<file path="src/shared/cpu_dbg_pkg.sv">
// Shared constants and types for the capability and debug status registers
`default_nettype none
package cpu_dbg_pkg;

	// Coprocessor register numbers and selects
	localparam logic [4:0] CAP_REG_NUM = 5'h10;
	localparam logic [2:0] CAP_REG_SEL = 3'h3;
	localparam logic [4:0] DBG_REG_NUM = 5'h17;
	localparam logic [2:0] DBG_REG_SEL = 3'h0;

	// Capability register field positions
	localparam int unsigned CAP_TRACE_BIT = 8;
	localparam int unsigned CAP_EIC_BIT   = 6;
	localparam int unsigned CAP_VECT_BIT  = 5;

	// Debug register field positions
	localparam int unsigned DBG_SLOT_BIT    = 31;
	localparam int unsigned DBG_STATE_BIT   = 30;
	localparam int unsigned DBG_NOSEG_BIT   = 29;
	localparam int unsigned DBG_DMAP_BIT    = 28;
	localparam int unsigned DBG_LOWPWR_BIT  = 27;
	localparam int unsigned DBG_BUSCLK_BIT  = 26;
	localparam int unsigned DBG_CNTRUN_BIT  = 25;
	localparam int unsigned DBG_FPEND_BIT   = 24;
	localparam int unsigned DBG_DPEND_BIT   = 21;
	localparam int unsigned DBG_INHIBIT_BIT = 20;
	localparam int unsigned DBG_REV_LSB     = 15;
	localparam int unsigned DBG_NEST_LSB    = 10;
	localparam int unsigned DBG_STEP_BIT    = 8;
	localparam int unsigned DBG_CAUSE_LSB   = 0;

	// Reset and fixed values
	localparam logic       CAP_EIC_VAL   = 1'b1;
	localparam logic       CAP_VECT_VAL  = 1'b1;
	localparam logic       CNTRUN_RST    = 1'b1;
	localparam logic       DMAP_RST      = 1'b0;
	localparam logic       STEP_RST      = 1'b0;
	localparam logic       INHIBIT_RST   = 1'b0;
	localparam logic       PEND_RST      = 1'b0;
	localparam logic       DBG_STATE_RST = 1'b0;
	localparam logic [2:0] REV_DEFAULT   = 3'h2;
	localparam logic       NOSEG_DEFAULT = 1'b0;
	localparam logic       TRACE_DEFAULT = 1'b0;

	typedef enum logic [1:0] {TGT_NONE, TGT_CAP, TGT_DBG} reg_target_e;

	// Cause flags in the order of debug register bits 5 down to 0
	typedef struct packed {
		logic debug_irq_hit;
		logic instr_break_hit;
		logic store_data_break_hit;
		logic load_data_break_hit;
		logic sw_breakpoint_hit;
		logic single_step_hit;
	} cause_s;

	typedef struct packed {
		logic       delay_slot_flag;
		logic       low_power_at_entry;
		logic       bus_clk_running;
		logic [4:0] nested_exc_cause;
		cause_s     cause;
	} capture_s;

	typedef struct packed {
		logic        rd;
		logic        wr;
		logic [4:0]  num;
		logic [2:0]  sel;
		logic [31:0] wdata;
	} cp0_req_s;

	function automatic reg_target_e decode_target(input logic [4:0] num,
		input logic [2:0] sel);
		if (num == CAP_REG_NUM && sel == CAP_REG_SEL)
			return TGT_CAP;
		else if (num == DBG_REG_NUM && sel == DBG_REG_SEL)
			return TGT_DBG;
		else
			return TGT_NONE;
	endfunction : decode_target

endpackage : cpu_dbg_pkg
`default_nettype wire

</file>
<file path="src/cpu_debug_status.sv">
// Capability register and debug exception status and control register
`timescale 1ns/1ps
`default_nettype none
//
// Function
// - Capability register is read-only; no bit can be changed.
// - Capability bits 31:9, 7 and 4:0 read zero.
// - Capability bit 8 reports trace hardware presence, zero by default.
// - Capability bit 6 always reads one: interrupt controller mode supported.
// - Capability bit 5 always reads one: vectored interrupts supported.
// - Info fields refresh on debug exception and exception in debug state.
// - Outside debug state only state flag and revision are valid.
// - Cause flags update on debug exceptions and exceptions in debug state.
// - Nested cause written only on exceptions in debug state.
// - Bus clock and low-power flags captured on debug exception only.
// - Bit 31 records delay slot on both exception kinds.
// - Bit 30 reads one while in debug state.
// - Bit 29 reads one when no debug segment exists.
// - Fetch bus-error pending sets on error or write one, clears when taken.
// - Inhibit sets on debug entry, clears on return, defers imprecise errors.
// - Bit 25 tells whether the cycle counter runs in debug state.
// - Single-step control bit set arms a single-step exception.
module cpu_debug_status
	import cpu_dbg_pkg::*;
#(
	parameter logic       TRACE_PRESENT = TRACE_DEFAULT,
	parameter logic       NO_DEBUG_SEG  = NOSEG_DEFAULT,
	parameter logic [2:0] SPEC_REVISION = REV_DEFAULT
) (
	// Clock and reset
	input  wire logic     ref_clk,
	input  wire logic     nrst,
	// Coprocessor register moves
	input  wire cp0_req_s cp0_req,
	output logic [31:0]   rd_data,
	output logic          rd_valid,
	// Exception events from the pipeline
	input  wire logic     dbg_exc_taken,
	input  wire logic     exc_in_dbg_taken,
	input  wire cause_s   dbg_cause,
	input  wire logic     in_delay_slot,
	input  wire logic [4:0] nested_code,
	input  wire logic     bus_clk_running,
	input  wire logic     low_power,
	input  wire logic     debug_return_instr,
	// Bus error events
	input  wire logic     fetch_bus_err,
	input  wire logic     fetch_bus_err_taken,
	input  wire logic     data_bus_err,
	input  wire logic     data_bus_err_taken,
	// Status towards the core
	output logic          in_debug_state,
	output logic          single_step_armed,
	output logic          fetch_bus_err_req,
	output logic          data_bus_err_req,
	output logic          imprecise_err_inhibit,
	output logic          counter_runs_in_debug,
	output logic          dseg_to_main_mem
);

	typedef struct packed {
		logic [31:0] rd_data;
		logic        rd_valid;
		logic        in_debug_state;
		logic        single_step_enable;
		logic        single_step_armed;
		logic        fetch_bus_err_pending;
		logic        data_bus_err_pending;
		logic        fetch_req;
		logic        data_req;
		logic        imprecise_err_inhibit;
		logic        counter_runs_in_debug;
		logic        dseg_to_main_mem;
	} state_s;

	state_s      st_r;
	state_s      st_nxt;
	logic [1:0]  rst_sync_r;
	logic        rst_n;
	capture_s    captured;
	reg_target_e rd_tgt;
	reg_target_e wr_tgt;
	logic        dbg_wr;
	logic        any_entry;
	logic [31:0] cap_word;
	logic [31:0] dbg_word;

	// Reset is asserted at once and released two edges later
	always_ff @(posedge ref_clk or negedge nrst) begin
		if (!nrst)
			rst_sync_r <= 2'h0;
		else
			rst_sync_r <= {rst_sync_r[0], 1'b1};
	end

	assign rst_n = rst_sync_r[1];

	debug_cause_capture u_capture (
		.clk              (ref_clk),
		.rst_n            (rst_n),
		.dbg_exc_taken    (dbg_exc_taken),
		.exc_in_dbg_taken (exc_in_dbg_taken),
		.cause_in         (dbg_cause),
		.in_delay_slot    (in_delay_slot),
		.nested_code      (nested_code),
		.bus_clk_running  (bus_clk_running),
		.low_power        (low_power),
		.captured         (captured)
	);

	assign rd_tgt    = decode_target(cp0_req.num, cp0_req.sel);
	assign wr_tgt    = decode_target(cp0_req.num, cp0_req.sel);
	assign any_entry = dbg_exc_taken | exc_in_dbg_taken;
	// Writes from normal state are dropped to keep the core defined
	assign dbg_wr    = cp0_req.wr && wr_tgt == TGT_DBG
		&& st_r.in_debug_state;

	// Capability word: only fixed capabilities, everything else zero
	always_comb begin
		cap_word                = 32'h0000_0000;
		cap_word[CAP_TRACE_BIT] = TRACE_PRESENT;
		cap_word[CAP_EIC_BIT]   = CAP_EIC_VAL;
		cap_word[CAP_VECT_BIT]  = CAP_VECT_VAL;
	end

	// Debug word; fields other than state and revision carry stale data
	// when read from normal state, which software must not rely on
	always_comb begin
		dbg_word                  = 32'h0000_0000;
		dbg_word[DBG_SLOT_BIT]    = captured.delay_slot_flag;
		dbg_word[DBG_STATE_BIT]   = st_r.in_debug_state;
		dbg_word[DBG_NOSEG_BIT]   = NO_DEBUG_SEG;
		dbg_word[DBG_DMAP_BIT]    = st_r.dseg_to_main_mem;
		dbg_word[DBG_LOWPWR_BIT]  = captured.low_power_at_entry;
		dbg_word[DBG_BUSCLK_BIT]  = captured.bus_clk_running;
		dbg_word[DBG_CNTRUN_BIT]  = st_r.counter_runs_in_debug;
		dbg_word[DBG_FPEND_BIT]   = st_r.fetch_bus_err_pending;
		dbg_word[DBG_DPEND_BIT]   = st_r.data_bus_err_pending;
		dbg_word[DBG_INHIBIT_BIT] = st_r.imprecise_err_inhibit;
		dbg_word[DBG_REV_LSB +: 3]  = SPEC_REVISION;
		dbg_word[DBG_NEST_LSB +: 5] = captured.nested_exc_cause;
		dbg_word[DBG_STEP_BIT]    = st_r.single_step_enable;
		dbg_word[DBG_CAUSE_LSB +: 6] = captured.cause;
	end

	always_comb begin
		st_nxt = st_r;

		// Read path: one cycle from request to data
		st_nxt.rd_valid = cp0_req.rd;
		if (cp0_req.rd) begin
			case (rd_tgt)
				TGT_CAP: st_nxt.rd_data = cap_word;
				TGT_DBG: st_nxt.rd_data = dbg_word;
				TGT_NONE: st_nxt.rd_data = 32'h0000_0000;
				default: st_nxt.rd_data = 32'h0000_0000;
			endcase
		end
		// A write to the capability register has no target: ignored

		// Debug state: return leaves it, a debug exception enters it
		if (debug_return_instr)
			st_nxt.in_debug_state = 1'b0;
		if (dbg_exc_taken)
			st_nxt.in_debug_state = 1'b1;

		// Software-writable control fields
		if (dbg_wr) begin
			st_nxt.dseg_to_main_mem      = cp0_req.wdata[DBG_DMAP_BIT];
			st_nxt.counter_runs_in_debug = cp0_req.wdata[DBG_CNTRUN_BIT];
			st_nxt.single_step_enable    = cp0_req.wdata[DBG_STEP_BIT];
			st_nxt.imprecise_err_inhibit = cp0_req.wdata[DBG_INHIBIT_BIT];
		end

		// Inhibit: entry wins over a return or write in the same cycle
		if (debug_return_instr)
			st_nxt.imprecise_err_inhibit = 1'b0;
		if (any_entry)
			st_nxt.imprecise_err_inhibit = 1'b1;

		// Pending bits: the set wins over the clear of the taken exception
		if (fetch_bus_err_taken)
			st_nxt.fetch_bus_err_pending = 1'b0;
		if (fetch_bus_err || (dbg_wr && cp0_req.wdata[DBG_FPEND_BIT]))
			st_nxt.fetch_bus_err_pending = 1'b1;
		if (data_bus_err_taken)
			st_nxt.data_bus_err_pending = 1'b0;
		if (data_bus_err || (dbg_wr && cp0_req.wdata[DBG_DPEND_BIT]))
			st_nxt.data_bus_err_pending = 1'b1;

		// Imprecise errors are requested only while not inhibited
		st_nxt.fetch_req = st_nxt.fetch_bus_err_pending
			& ~st_nxt.imprecise_err_inhibit;
		st_nxt.data_req = st_nxt.data_bus_err_pending
			& ~st_nxt.imprecise_err_inhibit;

		// Single step acts on normal-state code after the return
		st_nxt.single_step_armed = st_nxt.single_step_enable
			& ~st_nxt.in_debug_state;
	end

	always_ff @(posedge ref_clk or negedge rst_n) begin
		if (!rst_n) begin
			st_r                       <= '0;
			st_r.in_debug_state        <= DBG_STATE_RST;
			st_r.single_step_enable    <= STEP_RST;
			st_r.fetch_bus_err_pending <= PEND_RST;
			st_r.data_bus_err_pending  <= PEND_RST;
			st_r.imprecise_err_inhibit <= INHIBIT_RST;
			st_r.counter_runs_in_debug <= CNTRUN_RST;
			st_r.dseg_to_main_mem      <= DMAP_RST;
		end else begin
			st_r <= st_nxt;
		end
	end

	assign rd_data               = st_r.rd_data;
	assign rd_valid              = st_r.rd_valid;
	assign in_debug_state        = st_r.in_debug_state;
	assign single_step_armed     = st_r.single_step_armed;
	assign fetch_bus_err_req     = st_r.fetch_req;
	assign data_bus_err_req      = st_r.data_req;
	assign imprecise_err_inhibit = st_r.imprecise_err_inhibit;
	assign counter_runs_in_debug = st_r.counter_runs_in_debug;
	assign dseg_to_main_mem      = st_r.dseg_to_main_mem;

endmodule : cpu_debug_status
`default_nettype wire

</file>
<file path="src/debug_cause_capture.sv">
// Capture of debug exception cause, delay slot and entry conditions
`timescale 1ns/1ps
`default_nettype none
module debug_cause_capture
	import cpu_dbg_pkg::*;
(
	// Clock and reset
	input  wire logic     clk,
	input  wire logic     rst_n,
	// Exception events
	input  wire logic     dbg_exc_taken,
	input  wire logic     exc_in_dbg_taken,
	input  wire cause_s   cause_in,
	input  wire logic     in_delay_slot,
	input  wire logic [4:0] nested_code,
	input  wire logic     bus_clk_running,
	input  wire logic     low_power,
	// Captured fields
	output var capture_s  captured
);

	capture_s cap_r;
	capture_s cap_nxt;

	always_comb begin
		cap_nxt = cap_r;
		if (exc_in_dbg_taken) begin
			cap_nxt.delay_slot_flag  = in_delay_slot;
			cap_nxt.nested_exc_cause = nested_code;
			cap_nxt.cause            = '0;
		end else if (dbg_exc_taken) begin
			// Nested cause is left as it was: its value is undefined here
			cap_nxt.delay_slot_flag    = in_delay_slot;
			cap_nxt.cause              = cause_in;
			cap_nxt.bus_clk_running    = bus_clk_running;
			cap_nxt.low_power_at_entry = low_power;
		end
	end

	always_ff @(posedge clk or negedge rst_n) begin
		if (!rst_n)
			cap_r <= '0;
		else
			cap_r <= cap_nxt;
	end

	assign captured = cap_r;

endmodule : debug_cause_capture
`default_nettype wire

</file>
<file path="config.mk">
export PLATFORM = sky130hd
export DESIGN_NAME = cpu_debug_status
export DESIGN_NICKNAME = d
export VERILOG_FILES = /design/src/shared/cpu_dbg_pkg.sv /design/src/cpu_debug_status.sv /design/src/debug_cause_capture.sv
export SDC_FILE = /design/constraint.sdc
export NUM_CORES = 1
export LEC_CHECK = 0
export ABC_AREA = 1
export BUFFER_PORTS_ARGS = -buffer_cell sky130_fd_sc_hd__buf_4
export CAP_MARGIN = 20
export CORE_ASPECT_RATIO = 0.5
export CORE_MARGIN = 5
export CORE_UTILIZATION = 45
export CTS_CLUSTER_SIZE = 25
export DETAILED_ROUTE_END_ITERATION = 16
export PLACE_DENSITY = 0.79
export REMOVE_ABC_BUFFERS = 1
export SYNTH_ARGS = -nofsm -noshare
export SYNTH_HDL_FRONTEND = slang
export SYNTH_SLANG_ARGS = --single-unit
</file>
<file path="constraint.sdc">
create_clock -name ref_clk -period 2.07 [get_ports ref_clk]
set_input_delay 0.414 -clock ref_clk [delete_from_list [all_inputs] [get_ports ref_clk]]
set_output_delay 0.414 -clock ref_clk [all_outputs]
set_load 0.05 [all_outputs]
</file>
Word-level counts from Yosys, hierarchy flattened. Cells that the tools add are included.

Flip-flop bits (word level): 59. Output and inout bits: 40. Logic and storage cells: 63.

Equality and inequality tests: 5. Multiplexer cells: 17. Bitwise logic cells: 7. Reduce and logical (&&, ||, !) cells: 11.

Operators by type and width (count): $pmux 32 s2 (1); $mux 6 (2); $eq 5x5->1 const B (2); $mux 1 (10); $logic_and 1x1->1 (6); $mux 3 (2); $mux 2 (2); $and 1x1->1 (3); $eq 3x2->1 const B (1); $logic_not 3->1 (1); $not 1->1 (3); $eq 2x1->1 const B (1); $eq 2x2->1 const B (1); $logic_or 1x1->1 (2); $reduce_and 2->1 (1); $reduce_bool 2->1 (1); $or 1x1->1 (1).

Logic depth before layout (Yosys ltp). Gate-level depths: netlist of the first run.

Depth after elaboration: 12. Gate-level depth with buffers: 9.

Modules after synthesis. Synthesis of the first run repeated with hierarchy kept, for this count alone.

Cells, all modules: 230. Area total of the unflattened synthesis: 2164.6 µm².

By module, submodules not included: cpu_debug_status (times used 1, cells an instance 168, area each 1554.0 µm², seq. area each 902.1 µm²); debug_cause_capture (times used 1, cells an instance 62, area each 610.6 µm², seq. area each 350.3 µm²).

Worst setup path after synthesis of the first run. Ideal clock, no wire load.

Kind: reg-to-reg. Start point: register in_debug_state (netlist name). End point: register st_r, in the netlist data_bus_err_req. Library setup time: 124 ps. Arrival: 1253 ps. Required time: 1946 ps. Slack: 693 ps. Stages on the path, launching flop included: 8. Path buffers: 0. Clock period less this slack: 1377 ps. Path through: dfrtp_1 nand2_1 inv_2 nand3_1 nand2_1 nand3_1 nand2_1 nor2_1.

RTL lines: end signal: assignment (RTL line cpu_debug_status.sv:213) `st_r <= st_nxt;`; end: declaration (RTL line cpu_debug_status.sv:76) `state_s st_r;`.

Final worst setup path of the first run.
Start point: register counter_runs_in_debug (netlist name). End point: output counter_runs_in_debug.

RTL lines: end: declaration (RTL line cpu_debug_status.sv:57) `output logic counter_runs_in_debug,`.

No word-level cell between the ends.

==> results of run 1 <==
[cells in the final DEF (no fill, tap or decap)]
master and count:
sky130_fd_sc_hd__dlygate4sd3_1 1, sky130_fd_sc_hd__a21oi_1 4, sky130_fd_sc_hd__nor2_1 14, sky130_fd_sc_hd__nand2_2 1
sky130_fd_sc_hd__o21ai_2 9, sky130_fd_sc_hd__o21ai_0 20, sky130_fd_sc_hd__clkbuf_8 6, sky130_fd_sc_hd__inv_1 30
sky130_fd_sc_hd__nor2_4 1, sky130_fd_sc_hd__dfrtp_2 1, sky130_fd_sc_hd__dfstp_2 1, sky130_fd_sc_hd__clkbuf_1 2
sky130_fd_sc_hd__nand3b_1 1, sky130_fd_sc_hd__inv_2 1, sky130_fd_sc_hd__nand3_2 1, sky130_fd_sc_hd__conb_1 10
sky130_fd_sc_hd__nand2_1 50, sky130_fd_sc_hd__a31oi_1 2, sky130_fd_sc_hd__nand3_1 16, sky130_fd_sc_hd__a21o_1 1
sky130_fd_sc_hd__buf_4 71, sky130_fd_sc_hd__dfrtp_1 48
[how the worst min path moves through the flow]
| stage | from | to | slack [ns] |
|---|---|---|---|
| finish | cp0_req[41] | rd_valid$_DFF_PN0_ | 0.31 |
| global route | cp0_req[41] | rd_valid$_DFF_PN0_ | 0.30 |
| CTS | cp0_req[41] | rd_valid$_DFF_PN0_ | 0.30 |
| detailed placement | nrst | rst_sync_r[0]$_DFF_PN0_ | 0.20 |
| global placement | nrst | rst_sync_r[0]$_DFF_PN0_ | 0.20 |
| floorplan | nrst | rst_sync_r[0]$_DFF_PN0_ | 0.12 |
[cell type report]
type,count,area (um^2)
clock buffer,8,90.1
fill,363,1740
inverter,31,116
multi-input combinational,130,612
sequential,50,1250
tap,57,71.3
timing repair buffer,72,543
[metrics by stage]
step	hold WS, ns	utilization, %
3_3_place_gp	0.197	58.5
5_1_grt	0.299	60.7
6_report	0.311	60.7
3_5_place_dp	0.198	58.5
4_1_cts	0.302	60.7
2_1_floorplan	0.118	-
[timing repair]
item,in CTS,in global routing
hold buffers,1,0
gates resized for setup,0,0
endpoints found under the hold margin,2,0
[logic make-up (layout without fill, tap and decap cells)]
kind of cell	after synthesis	in the layout	share of synthesized area [%]
flip-flops	50	50	60.7
AND/OR/NAND/NOR	84	84	17.2
buffers and inverters	47	111	11.1
other	2	10	0.364
AO/OA/AOI/OAI	36	36	10.6
[power breakdown]
part / internal (mW) / total (mW) / switching (mW)
logic: 0.0844 / 0.239 / 0.154
clock network: 0.273 / 0.558 / 0.286
registers: 1.01 / 1.04 / 0.0274
[registers in the layout, summed over array words and instances, names as in the netlist, 2 cells and up]
signal              flops
dbg_word                3
rd_data                23
u_capture.captured     14
rst_sync_r              2
[layer usage]
metal,vias to the layer above,share of wire [%],GRT usage (%)
li1,802,-,-
met2,35,53,29.0
met1,804,41,18.8
met5,-,0,0
met3,4,5.1,3.89
met4,0,0.51,4.43
==> impl_metrics.sql, run 1 <==
INSERT INTO impl_metrics (metric_group, metric, value, unit) VALUES
('layout', 'area.growth.synth_to_final', '30.2', '%'),
('sta', 'final_period_minus_worst_setup_slack', '1.43', 'ns'),
('grt', 'grt_max_degree', '40', ''),
('floorplanning', 'std_cell_core_area', '4420', 'um^2'),
('pwr', 'finalPower', '1.84', 'mW'),
('floorplanning', 'placement_rows', '17', ''),
('pwr', 'power.density_cell_area', '684', 'nW/um^2'),
('layout', 'antennaDiodeCount', '0', ''),
('synth', 'ys_async_sr_fraction', '100', '%'),
('sta', 'relSlewSlack', '44.8', '%'),
('detailed_routing', 'post_drt_via_cell_ratio', '4.73', ''),
('detailed_routing', 'drt-pass1-iter-count', '4', ''),
('synth', 'synth_seq_cells', '50', ''),
('grt', 'number_of_antenna_violations_at_the_first_check_in_global_routing', '0', ''),
('critical_path', 'cp-startpoint', 'counter_runs_in_debug$_DFFE_PN1N_', ''),
('grt', 'globalRouteOverflowTotal', '0', ''),
('synth', 'synth_top_area_cell', 'sky130_fd_sc_hd__dfrtp_1', ''),
('outcome', 'status', 'finished, final reports clean', ''),
('clock_tree', 'htree_num_levels', '2', ''),
('synth', 'yosysWarnings', '0', ''),
('min_path', 'holdCritPathClass', 'input pin to flop', ''),
('clock_tree', 'cts_tree', 'built', ''),
('detailed_routing', 'drtAntennaViolNets', '0', ''),
('sta', 'grt_setup_unrepaired', 'false', ''),
('critical_path', 'timing.critical_path.to', 'counter_runs_in_debug', ''),
('pwr', 'p_leak', '1.47', 'nW'),
('critical_path', 'critical_path_depth', '1', ''),
('sta', 'maximum_clock_frequency', '698', 'MHz'),
('critical_path', 'regToRegStartpoint', 'in_debug_state$_DFF_PN0_', ''),
('clock_tree', 'ctsLongestPathBuffers', '2', ''),
('synth', 'synth_area_leaders', 'sky130_fd_sc_hd__dfrtp_1 59%, sky130_fd_sc_hd__nand2_1 9.1%, sky130_fd_sc_hd__inv_1 5.5%, sky130_fd_sc_hd__o21ai_0 4.9%, sky130_fd_sc_hd__nand3_1 3.9%', ''),
('sta', 'setup_ws', '0.637', 'ns'),
('floorplanning', 'die_width', '106', 'um'),
('floorplanning', 'io_pins', '105', ''),
('synth', 'postSynth.topFlopCell', 'sky130_fd_sc_hd__dfrtp_1', ''),
('critical_path', 'critical_path.endpoint_type', 'output pin', ''),
('synth', 'synth_seq_area_share', '60.7', '%'),
('clock_tree', 'clk_root_buffer_cell', 'sky130_fd_sc_hd__clkbuf_8', ''),
('clock_tree', 'number_of_clock_buffers_inserted_by_tritoncts', '5', ''),
('critical_path', 'path_delay_family', 'flip-flops', ''),
('placed_design', 'port-buffer-count', '69', ''),
('synth', 'synthesis.instances', '219', ''),
('layout', 'layoutNonFillerInstCount', '348', ''),
('placed_design', 'placement.setup.worst_slack', '0.343', 'ns'),
('synth', 'post_synth.cell_area_avg', '9.42', 'um^2'),
('floorplanning', 'initial_core_util', '46.6', '%'),
('placed_design', 'dp_hpwl', '3.45', 'mm'),
('placed_design', 'routabilityCongestion', '0.731', ''),
('clock_tree', 'cts_num_sinks', '50', ''),
('clock_tree', 'post-cts-setup-buffers', '0', ''),
('sta', 'final_min_period_over_clock_period', '69.2', '%'),
('placed_design', 'placed_cell_area', '2590', 'um^2'),
('sta', 'tightestPinTransition', '0.827', 'ns'),
('critical_path', 'cp.arrival', '1.02', 'ns'),
('grt', 'wire_length_of_the_first_global_routing_pass', '7.77', 'mm'),
('sta', 'finClkSkew', '0.00805', 'ns'),
('detailed_routing', 'num_vias', '1645', ''),
('critical_path', 'timing.critical_path.required', '1.66', 'ns'),
('floorplanning', 'die_h', '57.9', 'um'),
('critical_path', 'crit_chain', 'buf_4', ''),
('sta', 'final_max_slew_viol_count', '0', ''),
('clock_tree', 'clock_insertion_delay_worst_skew', '0.29', 'ns'),
('synth', 'synthDominantCellAreaShare', '59.4', '%'),
('clock_tree', 'clk_pin_slew', '0.08', 'ns'),
('synth', 'post_synth_most_frequent_cells', '50 x sky130_fd_sc_hd__nand2_1, 49 x sky130_fd_sc_hd__dfrtp_1, 30 x sky130_fd_sc_hd__inv_1, 20 x sky130_fd_sc_hd__o21ai_0, 16 x sky130_fd_sc_hd__nand3_1', ''),
('detailed_routing', 'drcViolationCount', '0', ''),
('pwr', 'ir_worst_vdd', '0.000285', 'V'),
('layout', 'postLayoutCellArea', '2690', 'um^2'),
('layout', 'finalNetCount', '355', ''),
('sta', 'timing.final.setup_violations', '0', ''),
('critical_path', 'cp_max_fo', '3', '');
(Power assumes the default switching activity.)
==> run 2, diff against run 1 <==
- ABC_AREA: 1 -> 0
- CORE_UTILIZATION: 45 -> 40
- PLACE_DENSITY: 0.79 -> 0.76
- clock period: 2.07 -> 1.2 ns (I/O delays scaled with it)
==> impl_metrics.sql, run 2 <==
INSERT INTO impl_metrics (metric_group, metric, value, unit) VALUES
('outcome', 'status', 'finished with violations', ''),
('outcome', 'violations', 'setup timing', ''),
('floorplanning', 'placement_rows', '17', ''),
('detailed_routing', 'drt-pass1-iter-count', '4', ''),
('clock_tree', 'number_of_clock_buffers_inserted_by_tritoncts', '5', ''),
('synth', 'synth_seq_area_share', '64.2', '%'),
('synth', 'synth_area_leaders', 'sky130_fd_sc_hd__dfrtp_1 63%, sky130_fd_sc_hd__a22o_1 9.0%, sky130_fd_sc_hd__mux2_2 4.6%, sky130_fd_sc_hd__buf_4 3.5%, sky130_fd_sc_hd__mux2i_1 3.1%', ''),
('layout', 'postLayoutCoreUtil', '61.7', '%'),
('synth', 'ys_async_sr_fraction', '100', '%'),
('layout', 'final_common_cell', 'sky130_fd_sc_hd__buf_4', ''),
('detailed_routing', 'wl', '4.79', 'mm'),
('critical_path', 'worst-r2r-cell-count', '4', ''),
('clock_tree', 'clock_insertion_delay_worst_skew', '0.29', 'ns'),
('synth', 'post_synth.cell_area_avg', '13.9', 'um^2'),
('sta', 'finClkSkew', '0.00660', 'ns'),
('synth', 'synth_top_area_cell', 'sky130_fd_sc_hd__dfrtp_1', ''),
('floorplanning', 'std_cell_core_area', '4550', 'um^2'),
('layout', 'area.growth.synth_to_final', '44.0', '%'),
('critical_path', 'critPathMaxStageDelay', '0.41', 'ns'),
('grt', 'globalRouteMet3Util', '4.13', '%'),
('placed_design', 'dp_hpwl', '3.61', 'mm'),
('critical_path', 'crit_slowest_cell', 'sky130_fd_sc_hd__dfrtp_1', ''),
('synth', 'yosysWarnings', '0', ''),
('critical_path', 'critPathBufInv', '0', ''),
('placed_design', 'placement.setup.worst_slack', '-0.307', 'ns'),
('layout', 'postLayoutCellArea', '2810', 'um^2'),
('critical_path', 'crit_chain', 'nand2_2, nor3_4, mux2_4, and2b_1', ''),
('job', 'maxCapViolCount', '0', ''),
('clock_tree', 'cts_num_sinks', '50', ''),
('critical_path', 'timing.critical_path.from_type', 'flop', ''),
('synth', 'post_synth_most_frequent_cells', '49 x sky130_fd_sc_hd__dfrtp_1, 20 x sky130_fd_sc_hd__a22o_1, 9 x sky130_fd_sc_hd__buf_4, 8 x sky130_fd_sc_hd__mux2_2, 8 x sky130_fd_sc_hd__nor2_1', ''),
('critical_path', 'timing.critical_path.required', '1.39', 'ns'),
('grt', 'globalRouteOverflowTotal', '0', ''),
('placed_design', 'routabilityCongestion', '0.759', ''),
('synth', 'synthDominantCellAreaShare', '62.8', '%'),
('critical_path', 'cp_max_fo', '2', ''),
('sta', 'setup_ws', '-0.0776', 'ns'),
('grt', 'most_used_routing_layer', 'met2', ''),
('min_path', 'holdCritPathClass', 'input pin to flop', ''),
('critical_path', 'regToRegStartpoint', 'in_debug_state$_DFF_PN0_', ''),
('layout', 'final_layout_size_suffix_gt1_share', '48.7', '%'),
('grt', 'wire_length_of_the_first_global_routing_pass', '7.79', 'mm'),
('floorplanning', 'die-area', '6460', 'um^2'),
('detailed_routing', 'num_vias', '1410', ''),
('sta', 'final_min_period_over_clock_period', '106', '%'),
('critical_path', 'ff2ff_setup_slack', '-0.08', 'ns'),
('synth', 'number_of_enable_type_register_cells_in_the_synthesized_netlist', '0', ''),
('layout', 'finalNetCount', '292', ''),
('synth', 'postSynth.topFlopCell', 'sky130_fd_sc_hd__dfrtp_1', ''),
('pwr', 'ir_worst_vdd', '0.000581', 'V'),
('placed_design', 'port-buffer-count', '69', ''),
('floorplanning', 'io_pins', '105', ''),
('layout', 'antennaDiodeCount', '0', ''),
('grt', 'use_met2', '29.9', '%'),
('layout', 'layoutNonFillerInstCount', '294', ''),
('detailed_routing', 'drtAntennaViolNets', '0', ''),
('floorplanning', 'initial_core_util', '42.9', '%'),
('critical_path', 'timing.critical_path.to', 'single_step_armed$_DFF_PN0_', ''),
('grt', 'groute.usage.overall', '15.8', '%'),
('grt', 'number_of_antenna_violations_at_the_first_check_in_global_routing', '0', ''),
('detailed_routing', 'post_drt_via_cell_ratio', '4.80', ''),
('synth', 'synth_seq_cells', '50', ''),
('pwr', 'p_leak', '1.45', 'nW'),
('critical_path', 'cp.arrival', '1.47', 'ns'),
('clock_tree', 'htree_num_levels', '2', ''),
('sta', 'maximum_clock_frequency', '783', 'MHz'),
('grt', 'grt_max_degree', '28', ''),
('placed_design', 'dp.cells', '281', ''),
('detailed_routing', 'detailedRoute.firstIterationViolations', '21', ''),
('critical_path', 'critical_path_depth', '4', ''),
('critical_path', 'path_delay_family', 'simple AND/OR/NAND/NOR gates', ''),
('critical_path', 'critical_path.endpoint_type', 'flop', ''),
('layout', 'most-common-layout-cells', '79 x sky130_fd_sc_hd__buf_4, 48 x sky130_fd_sc_hd__dfrtp_1, 20 x sky130_fd_sc_hd__a22o_1, 10 x sky130_fd_sc_hd__conb_1', ''),
('detailed_routing', 'drcViolationCount', '0', ''),
('sta', 'timing.final.setup_violations', '7', ''),
('sta', 'hold_viol_final', '0', ''),
('grt', 'use_met1', '16.9', '%'),
('layout', 'largest_register_ff_count', '23', ''),
('sta', 'grt_setup_unrepaired', 'true', ''),
('floorplanning', 'die_width', '109', 'um'),
('sta', 'final_max_slew_viol_count', '0', ''),
('synth', 'synthesized_area', '1950', 'um^2'),
('floorplanning', 'die_h', '59.4', 'um'),
('pwr', 'power.density_cell_area', '1220', 'nW/um^2'),
('synth', 'ys_types', '28', ''),
('synth', 'most_frequent_cell_after_synthesis', 'sky130_fd_sc_hd__dfrtp_1', ''),
('synth', 'synthesis.instances', '140', ''),
('grt', 'vias_in_the_first_global_route', '1573', ''),
('sta', 'final_period_minus_worst_setup_slack', '1.28', 'ns'),
('clock_tree', 'cts_tree', 'built', ''),
('critical_path', 'cp-startpoint', 'in_debug_state$_DFF_PN0_', ''),
('critical_path', 'criticalPathCategory', 'flop to flop', ''),
('clock_tree', 'clk_pin_slew', '0.09', 'ns'),
('clock_tree', 'clk_root_buffer_cell', 'sky130_fd_sc_hd__clkbuf_8', ''),
('placed_design', 'placed_cell_area', '2610', 'um^2'),
('critical_path', 'worst_r2r_endpoint', 'single_step_armed$_DFF_PN0_', ''),
('min_path', 'whs_path_depth', '1', ''),
('detailed_routing', 'route.detailed.wl_per_inst', '16.3', 'um'),
('clock_tree', 'ctsLongestPathBuffers', '2', '');
-- run 2: worst min path at each step --
stage	from	endpoint	slack, ns
final	cp0_req[41]	rd_valid$_DFF_PN0_	0.06
after global routing	cp0_req[41]	rd_valid$_DFF_PN0_	0.05
after CTS	cp0_req[41]	rd_valid$_DFF_PN0_	0.05
after detailed placement	nrst	rst_sync_r[0]$_DFF_PN0_	0.02
after global placement	nrst	rst_sync_r[0]$_DFF_PN0_	0.02
after floorplan	nrst	rst_sync_r[0]$_DFF_PN0_	-0.06
-- run 2: power by group --
group          total, mW  switching (mW)  internal (mW)
Clock               1.20           0.525          0.680
Combinational      0.436           0.236          0.200
Sequential          1.79          0.0459           1.75
-- run 2: final cells by class --
cell class | count | area (um^2)
Tap cell | 66 | 82.6
Timing Repair Buffer | 87 | 698
Clock inverter | 1 | 30.0
Inverter | 4 | 15.0
Fill cell | 366 | 1740
Clock buffer | 7 | 86.3
Sequential cell | 50 | 1250
Multi-Input combinational cell | 79 | 644
-- run 2: worst register-to-register path, stage by stage (launching register included) --
cell and delay, ns:
sky130_fd_sc_hd__dfrtp_1 0.41, sky130_fd_sc_hd__nand2_2 0.08, sky130_fd_sc_hd__nor3_4 0.18, sky130_fd_sc_hd__mux2_4 0.34, sky130_fd_sc_hd__and2b_1 0.17
-- run 2: cells by family (layout without fill, tap and decap cells) --
logic type / Yosys count / in the layout / synth area share, %
flip-flops: 50 / 50 / 64.2
AO/OA/AOI/OAI: 29 / 29 / 12.8
AND/OR/NAND/NOR: 23 / 23 / 7.76
buffers and inverters: 19 / 99 / 5.51
multiplexers: 17 / 17 / 9.42
other: 2 / 10 / 0.385
-- run 2: per-layer routing --
metal	vias up	wire [um]
met4	0	68
met1	722	1830
li1	651	-
met5	-	0
met3	6	194
met2	31	2690
-- run 2: stage by stage --
stage / setup TNS, ns / power (mW) / hold WS, ns
floorplan: -32.17 / 2.03 / -0.0556
global placement: -4.78 / 2.22 / 0.0223
detailed placement: -6.11 / 2.24 / 0.0233
CTS: -0.305 / 3.45 / 0.0547
global route: -0.631 / 3.57 / 0.0473
finish: -0.338 / 3.43 / 0.0638
-- run 2: repair_timing --
action,4_1_cts,5_1_grt
resized for setup,9,4
endpoints found under the setup margin,6,10
gates cloned,0,0
setup buffers,3,1
endpoints found under the hold margin,2,0
pin swaps,3,0
hold buffers,1,0
==> run 3, diff against run 2 <==
- CTS_CLUSTER_SIZE: 25 -> 12
- PLACE_DENSITY: 0.76 -> 0.78
==> impl_metrics.sql, run 3 (synthesized netlist as in run 2, its figures left out) <==
INSERT INTO impl_metrics (metric_group, metric, value, unit) VALUES
('clock_tree', 'clk_root_buffer_cell', 'sky130_fd_sc_hd__clkbuf_8', ''),
('critical_path', 'criticalPathCategory', 'flop to flop', ''),
('critical_path', 'timing.critical_path.required', '1.39', 'ns'),
('clock_tree', 'clk_pin_slew', '0.09', 'ns'),
('detailed_routing', 'drt-pass1-iter-count', '4', ''),
('clock_tree', 'number_of_clock_buffers_inserted_by_tritoncts', '5', ''),
('critical_path', 'cp_max_fo', '5', ''),
('layout', 'postLayoutCellArea', '2770', 'um^2'),
('clock_tree', 'cts_tree', 'built', ''),
('sta', 'tns', '-0.158', 'ns'),
('detailed_routing', 'num_vias', '1416', ''),
('sta', 'maximum_clock_frequency', '802', 'MHz'),
('grt', 'wire_length_of_the_first_global_routing_pass', '7.59', 'mm'),
('pwr', 'p_leak', '1.44', 'nW'),
('grt', 'grt_max_degree', '49', ''),
('sta', 'setup_ws', '-0.0469', 'ns'),
('sta', 'timing.final.setup_violations', '5', ''),
('critical_path', 'critPathMaxStageDelay', '0.40', 'ns'),
('detailed_routing', 'route.detailed.wl_per_inst', '15.9', 'um'),
('layout', 'antennaDiodeCount', '0', ''),
('layout', 'area.growth.synth_to_final', '41.9', '%'),
('placed_design', 'routabilityCongestion', '0.758', ''),
('critical_path', 'critical_path.endpoint_type', 'flop', ''),
('placed_design', 'port-buffer-count', '69', ''),
('critical_path', 'timing.critical_path.from_type', 'flop', ''),
('floorplanning', 'die_width', '109', 'um'),
('floorplanning', 'die-area', '6460', 'um^2'),
('detailed_routing', 'drcViolationCount', '0', ''),
('grt', 'globalRouteOverflowTotal', '0', ''),
('sta', 'final_min_period_over_clock_period', '104', '%'),
('layout', 'finalNetCount', '292', ''),
('grt', 'number_of_antenna_violations_at_the_first_check_in_global_routing', '0', ''),
('sta', 'finClkSkew', '0.00500', 'ns'),
('layout', 'final_layout_size_suffix_gt1_share', '48.2', '%'),
('floorplanning', 'placement_rows', '17', ''),
('pwr', 'ir_worst_vdd', '0.000539', 'V'),
('grt', 'vias_in_the_first_global_route', '1555', ''),
('detailed_routing', 'drtAntennaViolNets', '0', ''),
('outcome', 'violations', 'setup timing', ''),
('detailed_routing', 'wl', '4.67', 'mm'),
('clock_tree', 'clock_insertion_delay_worst_skew', '0.30', 'ns'),
('floorplanning', 'io_pins', '105', ''),
('critical_path', 'cp.arrival', '1.43', 'ns'),
('floorplanning', 'std_cell_core_area', '4550', 'um^2'),
('detailed_routing', 'detailedRoute.firstIterationViolations', '65', ''),
('critical_path', 'path_delay_family', 'flip-flops', ''),
('sta', 'final_period_minus_worst_setup_slack', '1.25', 'ns'),
('layout', 'largest_register_ff_count', '23', ''),
('pwr', 'power.density_cell_area', '1140', 'nW/um^2'),
('critical_path', 'crit_slowest_cell', 'sky130_fd_sc_hd__dfrtp_1', ''),
('layout', 'final_common_cell', 'sky130_fd_sc_hd__buf_4', ''),
('critical_path', 'crit_chain', 'nand2_2, nor3_4, buf_6, a221o_1, nor2b_1', ''),
('placed_design', 'dp_hpwl', '3.55', 'mm'),
('floorplanning', 'die_h', '59.4', 'um'),
('min_path', 'holdCritPathClass', 'input pin to flop', ''),
('grt', 'groute.usage.overall', '15.4', '%'),
('sta', 'hold_viol_final', '0', ''),
('detailed_routing', 'post_drt_via_cell_ratio', '4.82', ''),
('placed_design', 'placed_cell_area', '2610', 'um^2'),
('job', 'maxCapViolCount', '0', ''),
('floorplanning', 'initial_core_util', '42.9', '%'),
('layout', 'most-common-layout-cells', '79 x sky130_fd_sc_hd__buf_4, 48 x sky130_fd_sc_hd__dfrtp_1, 20 x sky130_fd_sc_hd__a22o_1, 10 x sky130_fd_sc_hd__conb_1', ''),
('clock_tree', 'htree_num_levels', '2', ''),
('sta', 'final_max_slew_viol_count', '0', ''),
('clock_tree', 'ctsLongestPathBuffers', '2', ''),
('clock_tree', 'cts_num_sinks', '50', ''),
('critical_path', 'critPathBufInv', '1', ''),
('outcome', 'status', 'finished with violations', ''),
('sta', 'grt_setup_unrepaired', 'true', '');
-- run 3: path summary, 6_finish.rpt --
path	slack, ns	end	cells past startpoint	start
max in group asynchronous	0.66	counter_runs_in_debug$_DFFE_PN1N_	1	rst_sync_r[1]$_DFF_PN0_
min in group asynchronous	0.25	rst_sync_r[1]$_DFF_PN0_	2	nrst
worst max register to register	-0.05	fetch_bus_err_req$_DFF_PN0_	5	in_debug_state$_DFF_PN0_
worst max-delay path	-0.05	fetch_bus_err_req$_DFF_PN0_	5	in_debug_state$_DFF_PN0_
worst min register to register	0.25	u_capture.captured[5]$_DFFE_PN0P_	1	rst_sync_r[1]$_DFF_PN0_
worst min-delay path	0.07	rd_valid$_DFF_PN0_	1	cp0_req[41]
-- run 3: repair_timing --
| item | CTS | global route |
|---|---|---|
| setup endpoints to repair | 7 | 8 |
| buffers inserted | 2 | 1 |
| cloned | 1 | 0 |
| hold buffers | 1 | 0 |
| endpoints found under the hold margin | 2 | 0 |
| pin swaps | 3 | 0 |
| resized for setup | 10 | 2 |
-- run 3: worst register-to-register path, delay by kind of cell (launching register included) --
family	cells	cell delay, ns
AO/OA/AOI/OAI	1	0.32
buffers and inverters	1	0.13
flip-flops	1	0.40
AND/OR/NAND/NOR	3	0.29
-- run 3: cell type report --
class | instances | area, um^2
Clock buffer | 6 | 72.6
Multi-Input combinational cell | 79 | 647
Inverter | 4 | 15.0
Timing Repair Buffer | 87 | 688
Tap cell | 66 | 82.6
Clock inverter | 2 | 10.0
Sequential cell | 50 | 1250
Fill cell | 354 | 1780
-- run 3: layer usage --
layer | vias up | track usage [%] | wire length [um]
met1 | 725 | 17.2 | 1740
met5 | - | 0 | 0
li1 | 654 | - | -
met4 | 0 | 4.68 | 48
met3 | 6 | 4.57 | 239
met2 | 31 | 28.9 | 2640
-- run 3: where the power goes --
part	internal (mW)	switching, mW
Sequential	1.75	0.0354
Clock	0.405	0.529
Combinational	0.191	0.242
Total	2.34	0.806
-- run 3: through the flow --
stage	power, mW	utilization [%]	setup slack [ns]	instances	hold slack (ns)
floorplan	2.03	-	-0.780	133	-0.0556
global placement	2.22	57.3	-0.272	281	0.0222
detailed placement	2.23	57.3	-0.303	281	0.0233
CTS	3.17	60.5	-0.0470	293	0.0565
global route	3.29	60.8	-0.0821	294	0.0504
finish	3.15	60.8	-0.0469	294	0.0683
